File: src/common/esf_pkg.sv
// constants and helpers shared by the event status flag block
package esf_pkg;

    // ------------------------------------------------------------
    // serial frame layout
    // ------------------------------------------------------------
    localparam int          FRAME_BITS  = 32;
    localparam int          CNT_W       = 6;
    localparam logic [5:0]  FRAME_LEN   = 6'h20;
    localparam logic [5:0]  CNT_MAX     = 6'h3F;
    localparam logic [5:0]  CNT_ZERO    = 6'h00;
    localparam int          FR_WR_BIT   = 31;
    localparam int          FR_ADDR_HI  = 30;
    localparam int          FR_ADDR_LO  = 25;
    localparam int          FR_DATA_HI  = 24;
    localparam int          FR_DATA_LO  = 1;

    // ------------------------------------------------------------
    // register map
    // ------------------------------------------------------------
    localparam int          ADDR_W         = 6;
    localparam logic [5:0]  ADDR_EVT       = 6'h02;
    localparam logic [5:0]  ADDR_CTRL      = 6'h1A;
    localparam int          CTRL_SWRST_BIT = 0;

    // ------------------------------------------------------------
    // event status register fields
    // ------------------------------------------------------------
    localparam int           EVT_W          = 24;
    localparam int           BIT_FACTORY    = 13;
    localparam int           BIT_CRC        = 8;
    localparam int           BIT_SUPPLY_LOW = 7;
    localparam int           BIT_SUPPLY_HI  = 6;
    localparam int           BIT_TEMP_WARN  = 5;
    localparam int           BIT_THERM_SD   = 4;
    localparam int           BIT_SWITCH     = 3;
    localparam int           BIT_PRTY       = 2;
    localparam int           BIT_FRAME      = 1;
    localparam int           BIT_RESET      = 0;
    localparam logic [23:0]  EVT_RESET      = 24'h000001;
    localparam logic [23:0]  EVT_RC_MASK    = 24'h0021FF;

    // condition vector order
    localparam int COND_N     = 4;
    localparam int COND_LOW   = 0;
    localparam int COND_HIGH  = 1;
    localparam int COND_WARN  = 2;
    localparam int COND_SHUT  = 3;

    // ------------------------------------------------------------
    // response word status positions
    // ------------------------------------------------------------
    localparam int RSP_RESET = 31;
    localparam int RSP_FRAME = 30;
    localparam int RSP_PRTY  = 29;
    localparam int RSP_ANY   = 28;
    localparam int RSP_PAR   = 24;

    typedef enum logic [1:0] {
        ST_LOAD  = 2'b00,
        ST_CHECK = 2'b01,
        ST_RUN   = 2'b11
    } esf_state_e;

    // true when the count of ones is odd
    function automatic logic esf_odd(input logic [31:0] w);
        return ^w;
    endfunction

endpackage

File: src/rtl/esf_chg_detect.sv
// synchroniser and change detector for a vector of asynchronous levels
`timescale 1ns/100ps
module esf_chg_detect
    import esf_pkg::*;
#(
    parameter int W = 4
)
(
    input  wire logic         clk_sys,
    input  wire logic         rst_n,
    input  wire logic [W-1:0] level_in,
    output logic      [W-1:0] level_sync,
    output logic      [W-1:0] chg
);

    initial
    begin
        if (W < 1)
            $error("esf_chg_detect: W must be at least 1");
    end

    logic [W-1:0] s1_r;
    logic [W-1:0] s2_r;
    logic [W-1:0] prev_r;
    logic         primed_r;
    logic [W-1:0] prev_nxt;
    logic         primed_nxt;

    // ------------------------------------------------------------
    // change detection
    // ------------------------------------------------------------
    // first sample after reset only primes, so a level already high
    // at reset does not count as an event
    always_comb
    begin
        prev_nxt   = s2_r;
        primed_nxt = 1'b1;
    end

    always_ff @(posedge clk_sys)
    begin
        s1_r <= level_in;
        s2_r <= s1_r;
        if (!rst_n)
        begin
            prev_r   <= '0;
            primed_r <= 1'b0;
        end
        else
        begin
            prev_r   <= prev_nxt;
            primed_r <= primed_nxt;
        end
    end

    assign level_sync = s2_r;
    assign chg        = primed_r ? (s2_r ^ prev_r) : '0;

endmodule

File: src/rtl/esf_spi_link.sv
// serial link: pin sampling, frame checking and response shifting
`timescale 1ns/100ps
module esf_spi_link
    import esf_pkg::*;
(
    input  wire logic        clk_sys,
    input  wire logic        rst_n,
    input  wire logic        spi_cs_n,
    input  wire logic        spi_sclk,
    input  wire logic        spi_sdi,
    output logic             spi_sdo,
    output logic             spi_sdo_oe,
    input  wire logic [31:0] tx_word,
    output logic      [31:0] rx_word,
    output logic             rx_ok,
    output logic             rx_par_err,
    output logic             rx_len_err
);

    logic [2:0]  cs_r;
    logic [2:0]  sck_r;
    logic [1:0]  sdi_r;
    logic [31:0] sh_r,  sh_nxt;
    logic [31:0] tx_r,  tx_nxt;
    logic [5:0]  cnt_r, cnt_nxt;
    logic [31:0] rx_word_nxt;
    logic        ok_nxt, perr_nxt, lerr_nxt;
    logic        cs_fall, cs_rise, sck_rise, sck_fall, active;

    // bit 0 of each is the first synchroniser stage, read only by bit 1
    assign active   = !cs_r[1];
    assign cs_fall  = !cs_r[1] && cs_r[2];
    assign cs_rise  = cs_r[1] && !cs_r[2];
    assign sck_rise = active && sck_r[1] && !sck_r[2];
    assign sck_fall = active && !sck_r[1] && sck_r[2];

    // ------------------------------------------------------------
    // frame assembly and check
    // ------------------------------------------------------------
    always_comb
    begin
        sh_nxt      = sh_r;
        tx_nxt      = tx_r;
        cnt_nxt     = cnt_r;
        rx_word_nxt = rx_word;
        ok_nxt      = 1'b0;
        perr_nxt    = 1'b0;
        lerr_nxt    = 1'b0;
        if (cs_fall)
        begin
            cnt_nxt = CNT_ZERO;
            tx_nxt  = tx_word;
        end
        if (sck_rise)
        begin
            sh_nxt = {sh_r[30:0], sdi_r[1]};
            if (cnt_r != CNT_MAX)
                cnt_nxt = cnt_r + 6'h01;
        end
        if (sck_fall)
            tx_nxt = {tx_r[30:0], 1'b0};
        if (cs_rise)
        begin
            if (cnt_r == CNT_ZERO)
                lerr_nxt = 1'b0;
            else if (cnt_r != FRAME_LEN)
                lerr_nxt = 1'b1;
            else if (!esf_odd(sh_r))
                perr_nxt = 1'b1;
            else
            begin
                ok_nxt      = 1'b1;
                rx_word_nxt = sh_r;
            end
        end
    end

    always_ff @(posedge clk_sys)
    begin
        cs_r  <= {cs_r[1:0], spi_cs_n};
        sck_r <= {sck_r[1:0], spi_sclk};
        sdi_r <= {sdi_r[0], spi_sdi};
        if (!rst_n)
        begin
            sh_r       <= '0;
            tx_r       <= '0;
            cnt_r      <= CNT_ZERO;
            rx_word    <= '0;
            rx_ok      <= 1'b0;
            rx_par_err <= 1'b0;
            rx_len_err <= 1'b0;
            spi_sdo_oe <= 1'b0;
        end
        else
        begin
            sh_r       <= sh_nxt;
            tx_r       <= tx_nxt;
            cnt_r      <= cnt_nxt;
            rx_word    <= rx_word_nxt;
            rx_ok      <= ok_nxt;
            rx_par_err <= perr_nxt;
            rx_len_err <= lerr_nxt;
            spi_sdo_oe <= active;
        end
    end

    assign spi_sdo = tx_r[31];

    // ------------------------------------------------------------
    // checks
    // ------------------------------------------------------------
    property p_no_clock_no_error;
        @(posedge clk_sys) disable iff (!rst_n)
        (cs_rise && cnt_r == CNT_ZERO) |=> !rx_len_err && !rx_ok;
    endproperty
    a_no_clock_no_error: assert property (p_no_clock_no_error)
        else $error("frame error raised for a frame with no clock");

    property p_short_long_error;
        @(posedge clk_sys) disable iff (!rst_n)
        (cs_rise && cnt_r != CNT_ZERO && cnt_r != FRAME_LEN) |=> rx_len_err && !rx_ok;
    endproperty
    a_short_long_error: assert property (p_short_long_error)
        else $error("wrong frame length not flagged");

endmodule

File: src/rtl/esf_event_status.sv
// event status flag register with serial command port
//
// Overview of operation
// - supply-low flag bit 7 sets when under-voltage starts and when it ends.
// - supply-high flag bit 6 sets when over-voltage starts and when it ends.
// - temperature warning flag bit 5 sets on warning start and on its end.
// - thermal shutdown flag bit 4 sets on shutdown entry and on its clearing.
// - switch-change flag bit 3 sets when any switch input crosses threshold.
// - switch-change flag also sets when first polling cycle after trigger completes.
// - a read command of the event status register clears all its flags.
// - each frame of exactly 32 clocked bits is checked for odd parity; failure sets bit 2.
// - a frame with an even count of ones is discarded unexecuted.
// - the parity flag is mirrored into the response status bits.
// - only exactly 32 clocked bits latch a frame; any other nonzero count sets bit 1.
// - chip select pulsed with no clock does not set the frame error.
// - the frame error flag is mirrored into the response status bits.
// - reset flag bit 0 resets to one and is set by every reset.
// - any reset restores register defaults and restarts the state machine.
// - the reset flag is mirrored into the response status bits.
// - a failed factory load self-check sets bit 13 and the reset flag.
// - completion of a register checksum calculation sets bit 8.
`timescale 1ns/100ps
module esf_event_status
    import esf_pkg::*;
#(
    parameter int SW_NUM = 24
)
(
    input  wire logic              clk_sys,
    input  wire logic              rst_n,
    input  wire logic              spi_cs_n,
    input  wire logic              spi_sclk,
    input  wire logic              spi_sdi,
    output logic                   spi_sdo,
    output logic                   spi_sdo_oe,
    input  wire logic              supply_low_cond,
    input  wire logic              supply_high_cond,
    input  wire logic              temp_warn_cond,
    input  wire logic              temp_shutdown_cond,
    input  wire logic [SW_NUM-1:0] switch_input,
    input  wire logic              poll_start,
    input  wire logic              poll_cycle_done,
    input  wire logic              factory_check_fail,
    input  wire logic              crc_done,
    output logic      [EVT_W-1:0]  event_status,
    output logic                   soft_reset,
    output logic                   init_done
);

    initial
    begin
        if (SW_NUM < 1 || SW_NUM > 24)
            $error("esf_event_status: SW_NUM must lie in 1..24");
    end

    // ------------------------------------------------------------
    // declarations
    // ------------------------------------------------------------
    esf_state_e         st_r;
    esf_state_e         st_nxt;
    logic [EVT_W-1:0]   evt_r;
    logic [EVT_W-1:0]   evt_nxt;
    logic [EVT_W-1:0]   set_vec;
    logic [EVT_W-1:0]   clr_vec;
    logic               poll_armed_r;
    logic               poll_armed_nxt;
    logic [EVT_W-1:0]   rd_data_r;
    logic [EVT_W-1:0]   rd_data_nxt;
    logic               soft_rst_r;
    logic               soft_rst_nxt;
    logic [31:0]        tx_word;
    logic [31:0]        rx_word;
    logic               rx_ok;
    logic               rx_par_err;
    logic               rx_len_err;
    logic [COND_N-1:0]  cond_in;
    logic [COND_N-1:0]  cond_chg;
    logic [SW_NUM-1:0]  sw_chg;
    logic               cmd_wr;
    logic [ADDR_W-1:0]  cmd_addr;
    logic [EVT_W-1:0]   cmd_data;
    logic               rd_clr;
    logic               any_reset;
    logic [31:0]        rsp_body;

    // ------------------------------------------------------------
    // serial link and event sources
    // ------------------------------------------------------------
    esf_spi_link u_link (
        .clk_sys    (clk_sys),
        .rst_n      (rst_n),
        .spi_cs_n   (spi_cs_n),
        .spi_sclk   (spi_sclk),
        .spi_sdi    (spi_sdi),
        .spi_sdo    (spi_sdo),
        .spi_sdo_oe (spi_sdo_oe),
        .tx_word    (tx_word),
        .rx_word    (rx_word),
        .rx_ok      (rx_ok),
        .rx_par_err (rx_par_err),
        .rx_len_err (rx_len_err)
    );

    assign cond_in[COND_LOW]  = supply_low_cond;
    assign cond_in[COND_HIGH] = supply_high_cond;
    assign cond_in[COND_WARN] = temp_warn_cond;
    assign cond_in[COND_SHUT] = temp_shutdown_cond;

    esf_chg_detect #(.W(COND_N)) u_cond (
        .clk_sys    (clk_sys),
        .rst_n      (rst_n),
        .level_in   (cond_in),
        .level_sync (),
        .chg        (cond_chg)
    );

    esf_chg_detect #(.W(SW_NUM)) u_sw (
        .clk_sys    (clk_sys),
        .rst_n      (rst_n),
        .level_in   (switch_input),
        .level_sync (),
        .chg        (sw_chg)
    );

    // ------------------------------------------------------------
    // command decode
    // ------------------------------------------------------------
    // only frames that passed length and parity reach here
    assign cmd_wr    = rx_word[FR_WR_BIT];
    assign cmd_addr  = rx_word[FR_ADDR_HI:FR_ADDR_LO];
    assign cmd_data  = rx_word[FR_DATA_HI:FR_DATA_LO];
    assign any_reset = !rst_n || soft_rst_r;

    always_comb
    begin
        rd_clr = 1'b0;
        if (rx_ok && !cmd_wr && cmd_addr == ADDR_EVT)
            rd_clr = 1'b1;
    end

    // ------------------------------------------------------------
    // init sequence
    // ------------------------------------------------------------
    // state machine restarts
    always_comb
    begin
        case (st_r)
            ST_LOAD:  st_nxt = ST_CHECK;
            ST_CHECK: st_nxt = ST_RUN;
            ST_RUN:   st_nxt = ST_RUN;
            default:  st_nxt = ST_LOAD;
        endcase
    end

    always_ff @(posedge clk_sys)
    begin
        if (any_reset)
            st_r <= ST_LOAD;
        else
            st_r <= st_nxt;
    end

    assign init_done = (st_r == ST_RUN);

    // ------------------------------------------------------------
    // event flags
    // ------------------------------------------------------------
    always_comb
    begin
        set_vec = '0;
        set_vec[BIT_SUPPLY_LOW] = cond_chg[COND_LOW];
        set_vec[BIT_SUPPLY_HI]  = cond_chg[COND_HIGH];
        set_vec[BIT_TEMP_WARN]  = cond_chg[COND_WARN];
        set_vec[BIT_THERM_SD]   = cond_chg[COND_SHUT];
        set_vec[BIT_SWITCH]     = (|sw_chg) || (poll_armed_r && poll_cycle_done);
        set_vec[BIT_PRTY]       = rx_par_err;
        set_vec[BIT_FRAME]      = rx_len_err;
        set_vec[BIT_CRC]        = crc_done;
        if (st_r == ST_CHECK && factory_check_fail)
        begin
            set_vec[BIT_FACTORY] = 1'b1;
            set_vec[BIT_RESET]   = 1'b1;
        end
        clr_vec = rd_clr ? EVT_RC_MASK : '0;
        evt_nxt = (evt_r & ~clr_vec) | set_vec;
        poll_armed_nxt = poll_armed_r;
        if (poll_start)
            poll_armed_nxt = 1'b1;
        else if (poll_cycle_done)
            poll_armed_nxt = 1'b0;
    end

    always_ff @(posedge clk_sys)
    begin
        if (any_reset)
        begin
            evt_r        <= EVT_RESET;
            poll_armed_r <= 1'b0;
        end
        else
        begin
            evt_r        <= evt_nxt;
            poll_armed_r <= poll_armed_nxt;
        end
    end

    assign event_status = evt_r;

    // ------------------------------------------------------------
    // read data and software reset
    // ------------------------------------------------------------
    // unmapped reads return zero; the value shows in the next frame
    always_comb
    begin
        rd_data_nxt  = rd_data_r;
        soft_rst_nxt = 1'b0;
        if (rd_clr)
            rd_data_nxt = evt_r;
        else if (rx_ok && !cmd_wr)
            rd_data_nxt = '0;
        if (rx_ok && cmd_wr && cmd_addr == ADDR_CTRL && cmd_data[CTRL_SWRST_BIT])
            soft_rst_nxt = 1'b1;
    end

    always_ff @(posedge clk_sys)
    begin
        if (!rst_n)
        begin
            rd_data_r  <= '0;
            soft_rst_r <= 1'b0;
        end
        else
        begin
            rd_data_r  <= soft_rst_r ? '0 : rd_data_nxt;
            soft_rst_r <= soft_rst_nxt;
        end
    end

    assign soft_reset = soft_rst_r;

    // ------------------------------------------------------------
    // response word
    // ------------------------------------------------------------
    // status bits are taken live when chip select falls
    always_comb
    begin
        rsp_body = '0;
        rsp_body[RSP_RESET] = evt_r[BIT_RESET];
        rsp_body[RSP_FRAME] = evt_r[BIT_FRAME];
        rsp_body[RSP_PRTY]  = evt_r[BIT_PRTY];
        rsp_body[RSP_ANY]   = |(evt_r & ~EVT_RESET);
        rsp_body[EVT_W-1:0] = rd_data_r;
        // parity bit makes the whole word odd
        tx_word = {rsp_body[31:RSP_PAR+1], !esf_odd(rsp_body), rsp_body[RSP_PAR-1:0]};
    end

    // ------------------------------------------------------------
    // checks
    // ------------------------------------------------------------
    property p_supply_low_both_edges;
        @(posedge clk_sys) disable iff (any_reset)
        cond_chg[COND_LOW] |=> evt_r[BIT_SUPPLY_LOW];
    endproperty
    a_supply_low_both_edges: assert property (p_supply_low_both_edges)
        else $error("supply-low change did not set its flag");

    property p_supply_high_both_edges;
        @(posedge clk_sys) disable iff (any_reset)
        $changed(supply_high_cond) ##4 (!soft_rst_r) |-> evt_r[BIT_SUPPLY_HI] || $past(rd_clr);
    endproperty
    a_supply_high_both_edges: assert property (p_supply_high_both_edges)
        else $error("supply-high change not flagged within four cycles");

    property p_temp_flags;
        @(posedge clk_sys) disable iff (any_reset)
        (cond_chg[COND_WARN] || cond_chg[COND_SHUT])
            |=> (evt_r[BIT_TEMP_WARN] || !$past(cond_chg[COND_WARN]))
             && (evt_r[BIT_THERM_SD] || !$past(cond_chg[COND_SHUT]));
    endproperty
    a_temp_flags: assert property (p_temp_flags)
        else $error("temperature change did not set its flag");

    property p_switch_change;
        @(posedge clk_sys) disable iff (any_reset)
        (|sw_chg) |=> evt_r[BIT_SWITCH];
    endproperty
    a_switch_change: assert property (p_switch_change)
        else $error("switch crossing did not set the switch flag");

    property p_first_poll;
        @(posedge clk_sys) disable iff (any_reset)
        (poll_armed_r && poll_cycle_done && !poll_start) |=> evt_r[BIT_SWITCH] && !poll_armed_r;
    endproperty
    a_first_poll: assert property (p_first_poll)
        else $error("first poll cycle did not set the switch flag");

    property p_read_clears;
        @(posedge clk_sys) disable iff (any_reset)
        (rd_clr && set_vec == '0) |=> (evt_r == '0) ##1 (rd_data_r == $past(evt_r, 2));
    endproperty
    a_read_clears: assert property (p_read_clears)
        else $error("clearing read left flags set or returned wrong data");

    property p_set_beats_clear;
        @(posedge clk_sys) disable iff (any_reset)
        (rd_clr && (rx_par_err || crc_done)) |=> evt_r[BIT_PRTY] || evt_r[BIT_CRC];
    endproperty
    a_set_beats_clear: assert property (p_set_beats_clear)
        else $error("event lost against a clearing read");

    property p_mirror_status;
        @(posedge clk_sys) disable iff (any_reset)
        $rose(evt_r[BIT_PRTY]) |-> tx_word[RSP_PRTY] && esf_odd(tx_word);
    endproperty
    a_mirror_status: assert property (p_mirror_status)
        else $error("parity flag not mirrored into response");

    property p_soft_reset_defaults;
        @(posedge clk_sys) disable iff (!rst_n)
        soft_rst_r |=> (evt_r == EVT_RESET) && (st_r == ST_LOAD) ##2 (st_r == ST_RUN);
    endproperty
    a_soft_reset_defaults: assert property (p_soft_reset_defaults)
        else $error("software reset did not restore defaults");

    property p_reset_flag_mirror;
        @(posedge clk_sys) disable iff (!rst_n)
        soft_rst_r |=> evt_r[BIT_RESET] && tx_word[RSP_RESET];
    endproperty
    a_reset_flag_mirror: assert property (p_reset_flag_mirror)
        else $error("reset flag not set after reset");

    property p_factory_fail;
        @(posedge clk_sys) disable iff (any_reset)
        (st_r == ST_CHECK && factory_check_fail) |=> evt_r[BIT_FACTORY] && evt_r[BIT_RESET];
    endproperty
    a_factory_fail: assert property (p_factory_fail)
        else $error("factory check failure not flagged");

    property p_crc_done;
        @(posedge clk_sys) disable iff (any_reset)
        crc_done |=> evt_r[BIT_CRC];
    endproperty
    a_crc_done: assert property (p_crc_done)
        else $error("checksum completion not flagged");

endmodule

File: config.mk
export PLATFORM = sky130hd
export DESIGN_NAME = esf_event_status
export DESIGN_NICKNAME = d
export VERILOG_FILES = /design/src/common/esf_pkg.sv /design/src/rtl/esf_chg_detect.sv /design/src/rtl/esf_spi_link.sv /design/src/rtl/esf_event_status.sv
export SDC_FILE = /design/constraint.sdc
export NUM_CORES = 1
export LEC_CHECK = 0
export BUFFER_PORTS_ARGS = -buffer_cell sky130_fd_sc_hd__buf_4
export CAP_MARGIN = 20
export CORE_UTILIZATION = 65
export CTS_BUF_LIST = sky130_fd_sc_hd__clkbuf_2 sky130_fd_sc_hd__clkbuf_4 sky130_fd_sc_hd__clkbuf_8
export CTS_CLUSTER_SIZE = 24
export DETAILED_ROUTE_END_ITERATION = 8
export PLACE_DENSITY_LB_ADDON = 0.1
export SLEW_MARGIN = 25
export SYNTH_ARGS = -nofsm -noshare
export SYNTH_HDL_FRONTEND = slang
export SYNTH_HIERARCHICAL = 1
export SYNTH_SLANG_ARGS = --single-unit
File: constraint.sdc
create_clock -name clk_sys -period 3.89 [get_ports clk_sys]
set_input_delay 0.389 -clock clk_sys [delete_from_list [all_inputs] [get_ports clk_sys]]
set_output_delay 0.389 -clock clk_sys [all_outputs]
set_load 0.01 [all_outputs]
==> run_results.csv, run 1 <==
group,metric,value,unit
outcome,status,"complete, no violations",
power_and_ir_drop,p_leak,3.20,nW
drt,wl_per_cell,13.6,um
sta,tightestPinTransition,0.935,ns
drt,vias,4778,
finish,drive_above_1_share,12.6,%
finish,fill_cells,683,
die,io_pins,65,
die,die_x,107,um
power_and_ir_drop,p_per_area,464,mW/mm^2
power_and_ir_drop,swShare,21.7,%
clock_network,cts_max_path_buffers,2,
power_and_ir_drop,ir_drop,0.000500,V
global_route,grt_overflow,0,
sta,rsz0062_at_grt,"no",
sta,hold_viol,0,
run,max_cap_viol_count,0,
global_route,grt_start_max_net_pins,121,
finish,multi_input_area,0.00293,sq mm
hold_path,hold_path.class,"in2reg",
power_and_ir_drop,p_seq_share,56.4,%
critical_path,end_kind,"flip-flop",
die,initial_core_util,68.0,%
clock_network,h-tree-depth,4,
synthesis,syn-mean-instance-area,10.4,sq um
clock_network,cts_root_buf,"clkbuf_8",
finish,area_growth,15.4,%
synthesis,syn_area,0.00715,sq mm
power_and_ir_drop,intPower,3.00,mW
critical_path,path_max_fanout,8,
clock_network,cts.sinks,200,
sta,period_minus_slack,1.99,ns
global_route,grt_first_pass_wirelength,20.7,mm
sta,slew_headroom,37.1,%
sta,setup_viol,0,
clock_network,numCtsBuffers,17,
sta,slew_violations,0,
synthesis,synthCells,688,
sta,period_share,51.2,%
clock_network,cts_tree,"done",
placement,placed_area,0.00751,sq mm
placement,portBuffers,50,
placement,gp_congestion,0.753,
power_and_ir_drop,comb_power_share,5.9,%
drt,drtPass1Iterations,7,
drt,drtIter0Drc,391,
finish,fin_area,0.00825,sq mm
drt,routed_wl,12.3,mm
finish,fin_nets,799,
die,dieArea,0.0114,sq mm
clock_network,clock_latency,0.47,ns
placement,dp.cells,850,
synthesis,yosysWarnings,6,
placement,dp_hpwl,7.43,mm
finish,instances_no_fill,908,
global_route,top_usage_layer,"met2",
sta,max_clock_freq,502,MHz
drt,vias_per_cell,5.26,
global_route,antenna_found_initial,0,
power_and_ir_drop,pwr-share-clk,37.7,%
sta,whs,0.0269,ns
global_route,met3_usage,5.41,%
finish,num_antenna_cells,0,
sta,finClkSkew,0.0108,ns
critical_path,startpoint_type,"flip-flop",
clock_network,path_clk_slew,0.09,ns
die,die_h,107,um
global_route,met1_usage,27.3,%
die,core,0.0105,sq mm
critical_path,cp_data_required_time,4.29,ns
sta,tns,0,ns
drt,drc_errors,0,
finish,seq_area,0.00400,sq mm
drt,route.antenna.remaining_nets,0,
global_route,grt_pass1_vias,4626,
clock_network,postCtsSetupBuffers,0,
power_and_ir_drop,finalPower,3.83,mW
critical_path,worstSetupPathType,"reg2reg",
critical_path,arrival,2.39,ns
global_route,grt.met2_usage,40.0,%
global_route,track_usage,23.4,%
die,num_rows,37,
power_and_ir_drop,power_switching,0.831,mW
## sequential cells by signal, indices dropped and copies added (netlist names), 3 cells and up
signal and flops:
u_link/sh_r 32, u_link/tx_r 32, u_sw/level_sync 24, u_sw/prev_r 24, u_sw/s1_r 24, event_status 10, rd_data_r 10, u_link/rx_word 8
u_link/cnt_r 6, u_cond/level_sync 4, u_cond/prev_r 4, u_cond/s1_r 4, u_link/cs_r 3, u_link/sck_r 3
## layer usage
layer / wire [um] / up-vias / share of wire [%]
met5: 0 / - / 0
li1: - / 2404 / -
met4: 291 / 0 / 2.4
met2: 6170 / 98 / 50
met1: 5400 / 2250 / 44
met3: 488 / 26 / 4.0
## placed cells by master (no fill, tap or decap), drive strengths merged, types with 8 or more instances in the layout
master	n
conb	31
nor2b	39
nand2	87
mux2i	9
dlygate4sd3	27
a21oi	12
clkbuf	21
nor2	28
dfxtp	200
nand3	8
a22oi	13
and2	59
a222oi	31
xor2	37
buf	53
a21boi	34
xnor2	36
nor4	9
## path summary, 6_finish.rpt
path                            slack (ns)                         endpoint  cells past startpoint                    startpoint
worst max register to register        1.90  u_link/rx_word[25]$_SDFFE_PN0P_                      7  u_link/sh_r[21]$_SDFFE_PN0N_
worst min-delay path                  0.03           u_cond/s1_r[3]$_DFF_P_                      1            temp_shutdown_cond
worst min register to register        0.32      u_sw/level_sync[18]$_DFF_P_                      0         u_sw/s1_r[18]$_DFF_P_
worst max-delay path                  1.90  u_link/rx_word[25]$_SDFFE_PN0P_                      7  u_link/sh_r[21]$_SDFFE_PN0N_
## worst max-delay path, stage by stage (launching register included)
cell	delay, ns
dfxtp_1	0.41
xor2_1	0.23
xnor2_1	0.17
xnor2_1	0.12
xnor2_1	0.24
xnor2_1	0.18
nor2_4	0.32
mux2i_1	0.25
## per-stage QoR
step           setup WS [ns]  util (%)
6_report                1.90      78.5
5_1_grt                 1.78      78.5
4_1_cts                 1.90      78.4
3_5_place_dp            1.98      71.5
3_3_place_gp            2.01      71.5
2_1_floorplan           2.11         -
## power by group through the flow
stage | Sequential [mW] | Combinational (mW) | Clock (mW)
3_5_place_dp | 2.21 | 0.200 | 0
4_1_cts | 2.16 | 0.223 | 1.47
2_1_floorplan | 2.20 | 0.150 | 0
6_report | 2.16 | 0.225 | 1.44
5_1_grt | 2.17 | 0.248 | 1.55
3_3_place_gp | 2.20 | 0.194 | 0
## final cells by class
class,count,area share [%]
sequential,200,48.6
multi-input combinational,456,35.6
timing repair buffer,80,8.10
clock buffer,21,3.43
tap,136,2.06
clock inverter,10,2.03
inverter,5,0.228
## timing repair
item | in CTS | in global routing
hold buffers | 27 | 0
resized for setup | 0 | 0
endpoints found under the hold margin | 27 | 0
Power figures use the tool's default switching activity.
==> inputs of run 2 (changes only) <==
Settings changed: CORE_UTILIZATION 65 to 56.
Clock period 3.89 ns to 1.6 ns, I/O delays scaled along.
==> run 2 against run 1 <==
Compared with the run above: the run now ends with setup timing left; wire length up 8.7%; non-clock buffer count increased by 74; worst hold slack improved by 0.0096 ns; clock skew is 0.0039 ns lower; register-to-register slack worse by 2.1 ns; critical path type unchanged.
==> run_results.csv, run 2 (same netlist as run 1, synthesis figures left out) <==
group,metric,value,unit
global_route,antenna_found_initial,0,
outcome,status,"finished, violations left",
die,initial_core_util,58.5,%
die,core,0.0122,sq mm
placement,dp.cells,945,
clock_network,h-tree-depth,4,
die,die_h,115,um
power_and_ir_drop,pwr-share-clk,36.4,%
die,num_rows,40,
hold_path,hold_path.class,"in2reg",
drt,drc_errors,0,
placement,gp_congestion,0.778,
sta,hold_viol,0,
clock_network,cts_root_buf,"clkbuf_8",
drt,m1WireLength,5.88,mm
drt,wl_met3,409,um
finish,seq_area,0.00403,sq mm
critical_path,worstSetupPathType,"reg2reg",
finish,reg_top3,"u_link/sh_r (32), u_link/tx_r (32)",
power_and_ir_drop,finalPower,9.29,mW
sta,whs,0.0365,ns
drt,routed_wl,13.4,mm
critical_path,cp_data_required_time,1.96,ns
drt,drtPass1Iterations,6,
global_route,track_usage,21.4,%
sta,fin_ws,-0.164,ns
finish,drive_above_1_share,25.5,%
sta,rsz0062_at_grt,"yes",
placement,dp_hpwl,8.26,mm
clock_network,path_clk_slew,0.09,ns
finish,area_growth,28.0,%
finish,fin_area,0.00915,sq mm
power_and_ir_drop,swShare,22.1,%
finish,fill_cells,868,
critical_path,startpoint_type,"flip-flop",
clock_network,clock_latency,0.46,ns
die,die_x,115,um
finish,instances_no_fill,1015,
critical_path,worstRegToRegCells,3,
drt,routed.top_layer,"met4",
global_route,grt_pass1_vias,4865,
sta,period_share,110,%
clock_network,numCtsBuffers,17,
global_route,grt_overflow,0,
drt,vias_per_cell,4.97,
die,io_pins,65,
power_and_ir_drop,power_switching,2.05,mW
drt,wl_per_cell,13.2,um
finish,finish.utilization,74.9,%
critical_path,end_kind,"flip-flop",
critical_path,path_max_fanout,5,
finish,num_antenna_cells,0,
finish,layout_commonest_cell,"dfxtp_1",
drt,drtIter0Drc,474,
power_and_ir_drop,p_per_area,1020,mW/mm^2
run,max_cap_viol_count,0,
sta,slew_violations,0,
placement,placed_area,0.00810,sq mm
finish,final_cell_mix,"dfxtp_1, buf_4, nand2_1",
finish,fin_nets,874,
outcome,violations,"setup timing",
drt,route.met2.wl,6.88,mm
sta,period_minus_slack,1.76,ns
critical_path,arrival,2.12,ns
clock_network,cts.sinks,200,
power_and_ir_drop,ir_drop,0.000984,V
global_route,grt_first_pass_wirelength,22.1,mm
clock_network,cts_tree,"done",
drt,route.antenna.remaining_nets,0,
sta,setup_viol,21,
power_and_ir_drop,p_leak,3.65,nW
power_and_ir_drop,p_seq_share,56.4,%
placement,portBuffers,50,
sta,max_clock_freq,567,MHz
die,dieArea,0.0132,sq mm
sta,finClkSkew,0.00695,ns
finish,multi_input_area,0.00314,sq mm
power_and_ir_drop,intPower,7.24,mW
drt,vias,5042,
global_route,grt_start_max_net_pins,41,
clock_network,cts_max_path_buffers,2,
power_and_ir_drop,comb_power_share,7.2,%
hold_path,hold_path_depth,4,
run 2: timing repair:
action                                 in CTS  in global routing
hold buffers                               34                  0
setup endpoints to repair                  25                 35
pin swaps                                   9                 22
endpoints found under the hold margin      35                  0
cloned                                      1                  0
resized for setup                          19                 31
setup buffers                               1                  4
run 2: worst max-delay path: stages, from the launching register on:
cell     delay, ns
dfxtp_1       0.32
or4b_4        0.55
or4_4         0.48
a211o_1       0.30
run 2: routing by layer:
| layer | GRT usage, % | vias to the layer above |
|---|---|---|
| met1 | 25.6 | 2378 |
| met2 | 37.1 | 87 |
| met5 | 0 | - |
| met3 | 4.32 | 19 |
| li1 | - | 2558 |
| met4 | 9.35 | 0 |
run 2: worst paths after layout:
kind	startpoint	endpoint	slack (ns)
worst max register to register	u_link/rx_word[25]$_SDFFE_PN0P_	event_status[0]$_SDFF_PP1_	-0.16
worst min-delay path	poll_cycle_done	poll_armed_r$_SDFFE_PP0P_	0.04
worst max-delay path	u_link/rx_word[25]$_SDFFE_PN0P_	event_status[0]$_SDFF_PP1_	-0.16
worst min register to register	u_sw/s1_r[3]$_DFF_P_	u_sw/level_sync[3]$_DFF_P_	0.33
run 2: area by class of cell:
class | instances | area share, %
Clock buffer | 21 | 3.16
Clock inverter | 10 | 1.53
Inverter | 5 | 0.205
Multi-Input combinational cell | 457 | 34.3
Sequential cell | 200 | 44.0
Tap cell | 168 | 2.30
Timing Repair Buffer | 154 | 14.4
run 2: power groups by stage:
stage / logic [mW] / registers (mW) / clock network, mW
detailed placement: 0.574 / 5.35 / 0
floorplan: 0.366 / 5.34 / 0
CTS: 0.654 / 5.24 / 3.45
global route: 0.735 / 5.26 / 3.65
finish: 0.672 / 5.24 / 3.38
global placement: 0.558 / 5.34 / 0
run 2: per-stage QoR:
step | setup TNS, ns | setup WS, ns
finish | -2.11 | -0.164
global route | -4.36 | -0.264
CTS | -2.22 | -0.175
detailed placement | -2.80 | -0.213
global placement | -1.47 | -0.139
floorplan | -1.13 | -0.182
